### src/dud_defs.svh
// Constants for the dual serial controller register decode block
`ifndef DUD_DEFS_SVH
`define DUD_DEFS_SVH

// ==========================================
// Locations
`define DUD_LOC_MODE_A     4'h0
`define DUD_LOC_STAT_A     4'h1
`define DUD_LOC_MASKED_INTERRUPT_STATUS_CMD_A 4'h2
`define DUD_LOC_HOLD_A     4'h3
`define DUD_LOC_IPC_AUX    4'h4
`define DUD_LOC_IST_IMSK   4'h5
`define DUD_LOC_TMR_UP     4'h6
`define DUD_LOC_TMR_LO     4'h7
`define DUD_LOC_MODE_B     4'h8
`define DUD_LOC_STAT_B     4'h9
`define DUD_LOC_CMD_B      4'ha
`define DUD_LOC_HOLD_B     4'hb
`define DUD_LOC_VECTOR     4'hc
`define DUD_LOC_PORT       4'hd
`define DUD_LOC_CMD_SET    4'he
`define DUD_LOC_CMD_CLR    4'hf
`define DUD_CHAN_BIT       3

// ==========================================
// Command fields and codes
`define DUD_CMD_TX_LSB     0
`define DUD_CMD_RX_LSB     2
`define DUD_CMD_MISC_LSB   4
`define DUD_EN_NONE        2'h0
`define DUD_EN_ON          2'h1
`define DUD_EN_OFF         2'h2
`define DUD_MISC_PTR_RST   4'h1
`define DUD_MISC_RX_RST    4'h2
`define DUD_MISC_TX_RST    4'h3

// ==========================================
// Reset values
`define DUD_RST_BYTE       8'h00
`define DUD_RST_OUTPORT    8'h00

`endif

### src/dud_pkg.sv
// Types for the dual serial controller register decode block
`default_nettype none
package dud_pkg;
    typedef enum logic [1:0] {
        DUD_ACC_IDLE,
        DUD_ACC_READ,
        DUD_ACC_WRITE
    } dud_acc_t;
endpackage
`default_nettype wire

### src/dud_regdec.sv
// Register decode, mode pointers and command decode for two serial channels
`default_nettype none
`include "dud_defs.svh"

module dud_regdec
    import dud_pkg::*;
(
    // Clock and reset
    input  wire logic       MCLK,
    input  wire logic       RESET,
    input  wire logic       CLK_EN,
    // Host bus pins
    input  wire logic [3:0] ADDR,
    input  wire logic       CS_N,
    input  wire logic       RD_N,
    input  wire logic       WR_N,
    input  wire logic [7:0] DIN,
    output logic      [7:0] DOUT,
    output logic            DOUT_OE_N,
    // State fed in from the channels and shared logic
    input  wire logic [7:0] STATUS_A,
    input  wire logic [7:0] STATUS_B,
    input  wire logic [7:0] RX_HOLD_A,
    input  wire logic [7:0] RX_HOLD_B,
    input  wire logic [7:0] MASKED_IRQ_STATUS,
    input  wire logic [7:0] IRQ_STATUS,
    input  wire logic [7:0] INPUT_CHANGE,
    input  wire logic [7:0] TIMER_VALUE_UP,
    input  wire logic [7:0] TIMER_VALUE_LO,
    input  wire logic [7:0] INPUT_PORT_LEVELS,
    // Stored registers
    output logic      [7:0] MODE1_A,
    output logic      [7:0] MODE2_A,
    output logic      [7:0] MODE1_B,
    output logic      [7:0] MODE2_B,
    output logic      [7:0] CLK_SEL_A,
    output logic      [7:0] CLK_SEL_B,
    output logic      [7:0] AUX_CTRL,
    output logic      [7:0] IRQ_MASK,
    output logic      [7:0] TIMER_UP,
    output logic      [7:0] TIMER_LO,
    output logic      [7:0] IRQ_VECTOR,
    output logic      [7:0] OUT_PORT_CFG,
    output logic      [7:0] GENERAL_OUTPUTS,
    output logic            MODE_PTR_A,
    output logic            MODE_PTR_B,
    // Channel control
    output logic            TX_EN_A,
    output logic            TX_EN_B,
    output logic            RX_EN_A,
    output logic            RX_EN_B,
    output logic            RX_RST_A,
    output logic            RX_RST_B,
    output logic            TX_RST_A,
    output logic            TX_RST_B,
    output logic      [3:0] MISC_CMD_A,
    output logic      [3:0] MISC_CMD_B,
    output logic            MISC_STB_A,
    output logic            MISC_STB_B,
    // One-cycle strobes, and the transmit data byte held from the last write
    output logic            TX_LOAD_A,
    output logic            TX_LOAD_B,
    output logic      [7:0] TX_DATA,
    output logic            RX_POP_A,
    output logic            RX_POP_B,
    output logic            TIMER_START,
    output logic            TIMER_STOP,
    output logic            TIMER_UP_WR,
    output logic            TIMER_LO_WR
);

    // ==========================================
    // Pin synchronisers: three stages, change accepted when stages two and three agree
    logic [2:0] cs_s_r, rd_s_r, wr_s_r;
    logic       cs_q_r, rd_q_r, wr_q_r;

    always_ff @(posedge MCLK) begin
        if (RESET) begin
            cs_s_r <= 3'h7;
            rd_s_r <= 3'h7;
            wr_s_r <= 3'h7;
            cs_q_r <= 1'b1;
            rd_q_r <= 1'b1;
            wr_q_r <= 1'b1;
        end else if (CLK_EN) begin
            cs_s_r <= {cs_s_r[1:0], CS_N};
            rd_s_r <= {rd_s_r[1:0], RD_N};
            wr_s_r <= {wr_s_r[1:0], WR_N};
            if (cs_s_r[1] == cs_s_r[2]) cs_q_r <= cs_s_r[2];
            if (rd_s_r[1] == rd_s_r[2]) rd_q_r <= rd_s_r[2];
            if (wr_s_r[1] == wr_s_r[2]) wr_q_r <= wr_s_r[2];
        end
    end

    // ==========================================
    // Access detection: one action per strobe, taken at its leading edge
    dud_acc_t acc_r, acc_nxt;
    logic     rd_act, wr_act;
    logic     rd_prev_r, wr_prev_r;

    assign rd_act = !cs_q_r && !rd_q_r;
    assign wr_act = !cs_q_r && !wr_q_r;

    always_comb begin
        acc_nxt = DUD_ACC_IDLE;
        if (rd_act && !rd_prev_r && !wr_act)
            acc_nxt = DUD_ACC_READ;
        else if (wr_act && !wr_prev_r && !rd_act)
            acc_nxt = DUD_ACC_WRITE;
    end

    always_ff @(posedge MCLK) begin
        if (RESET) begin
            rd_prev_r <= 1'b0;
            wr_prev_r <= 1'b0;
            acc_r     <= DUD_ACC_IDLE;
        end else if (CLK_EN) begin
            rd_prev_r <= rd_act;
            wr_prev_r <= wr_act;
            acc_r     <= acc_nxt;
        end
    end

    // Address and data are stable while strobes are held, so they are sampled raw
    logic rd_go, wr_go;
    assign rd_go = (acc_nxt == DUD_ACC_READ);
    assign wr_go = (acc_nxt == DUD_ACC_WRITE);

    function automatic logic hit(input logic [3:0] a, input logic [3:0] loc);
        hit = (a == loc);
    endfunction

    // ==========================================
    // Read data mux
    logic [7:0] rd_data;

    always_comb begin
        rd_data = 8'h00;
        case (ADDR)
            `DUD_LOC_MODE_A:     rd_data = MODE_PTR_A ? MODE2_A : MODE1_A;
            `DUD_LOC_STAT_A:     rd_data = STATUS_A;
            `DUD_LOC_MASKED_INTERRUPT_STATUS_CMD_A: rd_data = MASKED_IRQ_STATUS;
            `DUD_LOC_HOLD_A:     rd_data = RX_HOLD_A;
            `DUD_LOC_IPC_AUX:    rd_data = INPUT_CHANGE;
            `DUD_LOC_IST_IMSK:   rd_data = IRQ_STATUS;
            `DUD_LOC_TMR_UP:     rd_data = TIMER_VALUE_UP;
            `DUD_LOC_TMR_LO:     rd_data = TIMER_VALUE_LO;
            `DUD_LOC_MODE_B:     rd_data = MODE_PTR_B ? MODE2_B : MODE1_B;
            `DUD_LOC_STAT_B:     rd_data = STATUS_B;
            `DUD_LOC_CMD_B:      rd_data = 8'h00;
            `DUD_LOC_HOLD_B:     rd_data = RX_HOLD_B;
            `DUD_LOC_VECTOR:     rd_data = IRQ_VECTOR;
            `DUD_LOC_PORT:       rd_data = INPUT_PORT_LEVELS;
            default:             rd_data = 8'h00;
        endcase
    end

    // Data is captured at the start of the read and held until the strobe ends
    always_ff @(posedge MCLK) begin
        if (RESET) begin
            DOUT      <= 8'h00;
            DOUT_OE_N <= 1'b1;
        end else if (CLK_EN) begin
            if (rd_go)
                DOUT <= rd_data;
            DOUT_OE_N <= !(rd_go || (rd_act && rd_prev_r && !DOUT_OE_N));
        end
    end

    // ==========================================
    // Mode pointers
    always_ff @(posedge MCLK) begin
        if (RESET) begin
            MODE_PTR_A <= 1'b0;
            MODE_PTR_B <= 1'b0;
        end else if (CLK_EN) begin
            if (wr_go && hit(ADDR, `DUD_LOC_MASKED_INTERRUPT_STATUS_CMD_A)
                && DIN[7:4] == `DUD_MISC_PTR_RST)
                MODE_PTR_A <= 1'b0;
            else if ((rd_go || wr_go) && hit(ADDR, `DUD_LOC_MODE_A))
                MODE_PTR_A <= 1'b1;
            if (wr_go && hit(ADDR, `DUD_LOC_CMD_B)
                && DIN[7:4] == `DUD_MISC_PTR_RST)
                MODE_PTR_B <= 1'b0;
            else if ((rd_go || wr_go) && hit(ADDR, `DUD_LOC_MODE_B))
                MODE_PTR_B <= 1'b1;
        end
    end

    // ==========================================
    // Stored write registers
    always_ff @(posedge MCLK) begin
        if (RESET) begin
            MODE1_A      <= `DUD_RST_BYTE;
            MODE2_A      <= `DUD_RST_BYTE;
            MODE1_B      <= `DUD_RST_BYTE;
            MODE2_B      <= `DUD_RST_BYTE;
            CLK_SEL_A    <= `DUD_RST_BYTE;
            CLK_SEL_B    <= `DUD_RST_BYTE;
            AUX_CTRL     <= `DUD_RST_BYTE;
            IRQ_MASK     <= `DUD_RST_BYTE;
            TIMER_UP     <= `DUD_RST_BYTE;
            TIMER_LO     <= `DUD_RST_BYTE;
            IRQ_VECTOR   <= `DUD_RST_BYTE;
            OUT_PORT_CFG <= `DUD_RST_BYTE;
        end else if (CLK_EN && wr_go) begin
            case (ADDR)
                `DUD_LOC_MODE_A:   if (MODE_PTR_A) MODE2_A <= DIN; else MODE1_A <= DIN;
                `DUD_LOC_STAT_A:   CLK_SEL_A <= DIN;
                `DUD_LOC_IPC_AUX:  AUX_CTRL <= DIN;
                `DUD_LOC_IST_IMSK: IRQ_MASK <= DIN;
                `DUD_LOC_TMR_UP:   TIMER_UP <= DIN;
                `DUD_LOC_TMR_LO:   TIMER_LO <= DIN;
                `DUD_LOC_MODE_B:   if (MODE_PTR_B) MODE2_B <= DIN; else MODE1_B <= DIN;
                `DUD_LOC_STAT_B:   CLK_SEL_B <= DIN;
                `DUD_LOC_VECTOR:   IRQ_VECTOR <= DIN;
                `DUD_LOC_PORT:     OUT_PORT_CFG <= DIN;
                default: ;
            endcase
        end
    end

    // ==========================================
    // Output port bits: write 1s set or clear, other bits keep
    always_ff @(posedge MCLK) begin
        if (RESET)
            GENERAL_OUTPUTS <= `DUD_RST_OUTPORT;
        else if (CLK_EN && wr_go) begin
            if (hit(ADDR, `DUD_LOC_CMD_SET))
                GENERAL_OUTPUTS <= GENERAL_OUTPUTS | DIN;
            else if (hit(ADDR, `DUD_LOC_CMD_CLR))
                GENERAL_OUTPUTS <= GENERAL_OUTPUTS & ~DIN;
        end
    end

    // ==========================================
    // Channel command decode
    function automatic logic en_next(input logic cur, input logic [1:0] code);
        case (code)
            `DUD_EN_ON:  en_next = 1'b1;
            `DUD_EN_OFF: en_next = 1'b0;
            default:     en_next = cur; // 11 is forbidden to the host, treated as no change
        endcase
    endfunction

    logic cmd_a, cmd_b;
    logic [3:0] misc;
    assign cmd_a = wr_go && hit(ADDR, `DUD_LOC_MASKED_INTERRUPT_STATUS_CMD_A);
    assign cmd_b = wr_go && hit(ADDR, `DUD_LOC_CMD_B);
    assign misc  = DIN[`DUD_CMD_MISC_LSB +: 4];

    // Reset commands win over an enable in the same write
    always_ff @(posedge MCLK) begin
        if (RESET) begin
            TX_EN_A <= 1'b0;
            RX_EN_A <= 1'b0;
            TX_EN_B <= 1'b0;
            RX_EN_B <= 1'b0;
        end else if (CLK_EN) begin
            if (cmd_a) begin
                TX_EN_A <= (misc == `DUD_MISC_TX_RST) ? 1'b0 :
                           en_next(TX_EN_A, DIN[`DUD_CMD_TX_LSB +: 2]);
                RX_EN_A <= (misc == `DUD_MISC_RX_RST) ? 1'b0 :
                           en_next(RX_EN_A, DIN[`DUD_CMD_RX_LSB +: 2]);
            end
            if (cmd_b) begin
                TX_EN_B <= (misc == `DUD_MISC_TX_RST) ? 1'b0 :
                           en_next(TX_EN_B, DIN[`DUD_CMD_TX_LSB +: 2]);
                RX_EN_B <= (misc == `DUD_MISC_RX_RST) ? 1'b0 :
                           en_next(RX_EN_B, DIN[`DUD_CMD_RX_LSB +: 2]);
            end
        end
    end

    always_ff @(posedge MCLK) begin
        if (RESET) begin
            RX_RST_A   <= 1'b0;
            TX_RST_A   <= 1'b0;
            RX_RST_B   <= 1'b0;
            TX_RST_B   <= 1'b0;
            MISC_CMD_A <= 4'h0;
            MISC_CMD_B <= 4'h0;
            MISC_STB_A <= 1'b0;
            MISC_STB_B <= 1'b0;
        end else if (CLK_EN) begin
            RX_RST_A   <= cmd_a && misc == `DUD_MISC_RX_RST;
            TX_RST_A   <= cmd_a && misc == `DUD_MISC_TX_RST;
            RX_RST_B   <= cmd_b && misc == `DUD_MISC_RX_RST;
            TX_RST_B   <= cmd_b && misc == `DUD_MISC_TX_RST;
            MISC_STB_A <= cmd_a;
            MISC_STB_B <= cmd_b;
            if (cmd_a) MISC_CMD_A <= misc;
            if (cmd_b) MISC_CMD_B <= misc;
        end
    end

    // ==========================================
    // Access strobes to the channels and timer
    always_ff @(posedge MCLK) begin
        if (RESET) begin
            TX_LOAD_A   <= 1'b0;
            TX_LOAD_B   <= 1'b0;
            TX_DATA     <= 8'h00;
            RX_POP_A    <= 1'b0;
            RX_POP_B    <= 1'b0;
            TIMER_START <= 1'b0;
            TIMER_STOP  <= 1'b0;
            TIMER_UP_WR <= 1'b0;
            TIMER_LO_WR <= 1'b0;
        end else if (CLK_EN) begin
            TX_LOAD_A   <= wr_go && hit(ADDR, `DUD_LOC_HOLD_A);
            TX_LOAD_B   <= wr_go && hit(ADDR, `DUD_LOC_HOLD_B);
            RX_POP_A    <= rd_go && hit(ADDR, `DUD_LOC_HOLD_A);
            RX_POP_B    <= rd_go && hit(ADDR, `DUD_LOC_HOLD_B);
            TIMER_START <= rd_go && hit(ADDR, `DUD_LOC_CMD_SET);
            TIMER_STOP  <= rd_go && hit(ADDR, `DUD_LOC_CMD_CLR);
            TIMER_UP_WR <= wr_go && hit(ADDR, `DUD_LOC_TMR_UP);
            TIMER_LO_WR <= wr_go && hit(ADDR, `DUD_LOC_TMR_LO);
            if (wr_go)
                TX_DATA <= DIN;
        end
    end

endmodule // dud_regdec
`default_nettype wire

### config.mk
export PLATFORM = sky130hd
export DESIGN_NAME = dud_regdec
export DESIGN_NICKNAME = d
export VERILOG_FILES = /design/src/dud_pkg.sv /design/src/dud_regdec.sv
export VERILOG_INCLUDE_DIRS = /design/src /design/src/src
export SDC_FILE = /design/constraint.sdc
export NUM_CORES = 1
export LEC_CHECK = 0
export ABC_AREA = 1
export BUFFER_PORTS_ARGS = -buffer_cell sky130_fd_sc_hd__buf_2
export CAP_MARGIN = 10
export CORE_MARGIN = 4
export CORE_UTILIZATION = 30
export CTS_BUF_LIST = sky130_fd_sc_hd__clkbuf_4 sky130_fd_sc_hd__clkbuf_8 sky130_fd_sc_hd__clkbuf_16
export DETAILED_ROUTE_END_ITERATION = 10
export GPL_TIMING_DRIVEN = 0
export PLACE_DENSITY = 0.54
export SYNTH_ARGS = -nofsm -noshare
export SYNTH_HDL_FRONTEND = slang
export SYNTH_SLANG_ARGS = --single-unit
### constraint.sdc
create_clock -name MCLK -period 1.8 [get_ports MCLK]
set_input_delay 0.36 -clock MCLK [delete_from_list [all_inputs] [get_ports MCLK]]
set_output_delay 0.36 -clock MCLK [all_outputs]
set_load 0.005 [all_outputs]
==> summary.txt <==
Fmax: 584 MHz
clock sinks: 163
Post-Syn Area per Cell: 7.58 um^2
ys async rst share: 0%
Yosys cell types: 30
Max VDD drop: 0.639 mV
top-count cell post-synth: nand2_1
Synth Area in Adders: 0%
pre-CTS setup slack: -230 ps
met2 Use GR: 34.3%
end-of-flow core utilization: 40.4%
Synth Area in XOR/XNOR: 0%
Synth area leader: dfxtp_1
n_diodes: 0
root buf cell: clkbuf_16
Final Non-Filler Cells: 1,541
Worst setup SP type: flip-flop
largest family of logic cells by synthesized area: simple AND/OR/NAND/NOR gates
status: finished clean
Min Clock Period, post-route: 1710 ps
CTS Buffer Depth: 2
pwr/cell area: 850 nW/um^2
TNS Setup: 0 ps
Slew headroom: 34.3%
max-cap viol count: 0
post-DR wirelength/cell: 18.5 um
DR iter-0 viols: 497
vias in the first global route: 7,077
FP Rows: 56
Via density: 4.83
Post-Route WL: 28.6 mm
global route hottest layer: met2
Final setup viols: 0
Hold Slack: 175 ps
syn nets: 1,036
Final Max Slew Viols: 0
I/O Buffers: 246
post-synthesis mux area share: 0%
GRT Total Usage: 21.2%
area of the core: 23,400 um^2
CTS tree: built
largest net degree at the start of global routing: 17
gr ovfl total: 0
Leak: 4.45 nW
Synth top cells by count: 189 x nand2_1, 163 x dfxtp_1, 108 x a21oi_1
CP Capture Type: flip-flop
unrepaired setup endpoints after global routing: yes
Synth area leaders: dfxtp_1 46%, nand2_1 10%, a21oi_1 7.6%
gate count of the mapped netlist: 938
worst hold path class: input port to flip-flop
Synth top area share: 45.9%
fin nets: 1,307
first-pass GRT wire length: 42.2 mm
met1 usage: 27.2%
DRC: 0
crit path max fanout: 10
Seq/Total Area, Yosys: 45.9%
vias: 7,439
Syn-to-layout area delta: 33.0%
num ports: 247
DIE WIDTH: 162 um
Die Y: 162 um
Post-Layout Inst Area: 9450 um^2
number of warnings issued by yosys: 0
complex-gate fraction of the synthesized area: 20.9%
WP data required: 2160 ps
worst-margin pin slew: 986 ps
post-detailed-route count of antenna-violating nets: 0
layout cells sized above 1: 30.0%
full die area: 26,200 um^2
GR Util met3: 5.28%
clk slew on worst S/H paths: 70 ps
dpl hpwl: 22.1 mm
WP data arrival: 2070 ps
CTS Buf Count: 17
Main synth FF type: dfxtp_1
cts hold-fix bufs: 0
Worst Path Class, Setup: flip-flop to flip-flop
clk_lat worst skew: 430 ps
Seq cells post-synth: 163
H-tree depth: 4
simple-gate portion of the synthesized area: 25.9%
Post-Syn Area: 7110 um^2
drt pass-1 iters: 5
Initial Util: 30.4%
DP Cell Count: 1,503
placed cell area: 8740 um^2
Tot Pwr: 8.03 mW
final count of hold timing violations: 0
final worst slack: 87.7 ps
Final GP Congestion: 0.883
initial antenna violation count: 1
Clock Skew: 15.5 ps
Final Cycle Share: 95.1%
Post-synth EDFFs: 0
==> worst max-delay path, cell delays in order, from the launching register on <==
cell	delay [ps]
dfxtp_1	370
inv_1	50
nor2_1	110
nand2_2	110
nor2_8	170
buf_8	170
nand3_2	160
inv_4	140
buf_6	140
o21ai_0	80
a21oi_1	140
==> sequential cells by signal (all words and copies together) (netlist names), 3 cells and up, named ones only <==
signal and cells:
AUX_CTRL 8, CLK_SEL_A 8, CLK_SEL_B 8, DOUT 8, IRQ_MASK 8, IRQ_VECTOR 8, MISC_CMD_A 4, MISC_CMD_B 4
MODE1_A 8, MODE1_B 8, MODE2_A 8, MODE2_B 8, OUT_PORT_CFG 8, TIMER_LO 8, TIMER_UP 8, TX_DATA 8
cs_s_r 3, rd_s_r 3, wr_s_r 3
==> cells in the final DEF, fill, tap and decap left out, types with 2 or more instances in the layout <==
| cell type | count |
|---|---|
| clkbuf_4 | 2 |
| buf_6 | 10 |
| nand2_1 | 189 |
| nand3_1 | 92 |
| o21ai_1 | 9 |
| nor2_2 | 6 |
| inv_4 | 3 |
| nor3_1 | 4 |
| clkbuf_8 | 3 |
| a211oi_1 | 28 |
| o211ai_1 | 3 |
| nand3_2 | 4 |
| a21oi_1 | 108 |
| clkinv_4 | 3 |
| nand2_2 | 6 |
| buf_2 | 252 |
| inv_1 | 34 |
| inv_2 | 8 |
| dfxtp_1 | 163 |
| clkbuf_16 | 17 |
| clkbuf_1 | 32 |
| nor2_1 | 91 |
| o21bai_1 | 8 |
| bufinv_16 | 3 |
| buf_4 | 16 |
| nor4_4 | 2 |
| nor2_4 | 10 |
| inv_6 | 2 |
| o21ai_0 | 90 |
| a211oi_2 | 12 |
==> layout make-up <==
type	instances	area, um^2
plain buffers	61	362
clock buffers	22	482
clock inverters	10	146
fillers	2524	14000
inverters	46	180
multi-input cells	668	3340
flip-flops and latches	163	3260
well taps	319	399
repair buffers	252	1280
==> routing by layer <==
| layer | routed length (um) | vias up | part of all wire (%) |
|---|---|---|---|
| li1 | - | 3718 | - |
| met1 | 12500 | 3397 | 44 |
| met2 | 13000 | 279 | 46 |
| met3 | 2160 | 43 | 7.5 |
| met4 | 892 | 2 | 3.1 |
| met5 | 12 | - | 0.042 |
==> path summary, 6_finish.rpt <==
path	startpoint	endpoint	slack (ps)	cells past startpoint
max	rd_q_r$_SDFFE_PP1P_	IRQ_MASK[6]$_SDFFE_PP0P_	90	10
min	RD_N	rd_s_r[0]$_SDFFE_PP1P_	180	3
max reg2reg	rd_q_r$_SDFFE_PP1P_	IRQ_MASK[6]$_SDFFE_PP0P_	90	10
min reg2reg	wr_s_r[1]$_SDFFE_PP1P_	wr_s_r[1]$_SDFFE_PP1P_	460	2
==> kinds of logic (layout without fill, tap and decap cells) <==
| family | count (synthesis) | in the layout |
|---|---|---|
| buffers and inverters | 107 | 391 |
| flip-flops | 163 | 163 |
| AO/OA/AOI/OAI | 259 | 259 |
| AND/OR/NAND/NOR | 409 | 409 |
==> where the power goes <==
part / internal [mW] / switching, mW
sequential: 3.62 / 0.00996
clock: 2.34 / 1.51
combinational: 0.162 / 0.386
==> what timing repair did <==
| item | in CTS | in global routing |
|---|---|---|
| setup buffers | 1 | 5 |
| endpoints found under the setup margin | 14 | 28 |
| gates resized for setup | 4 | 13 |
| pin swaps | 0 | 3 |
No activity file was read; power rests on OpenSTA's default activity.
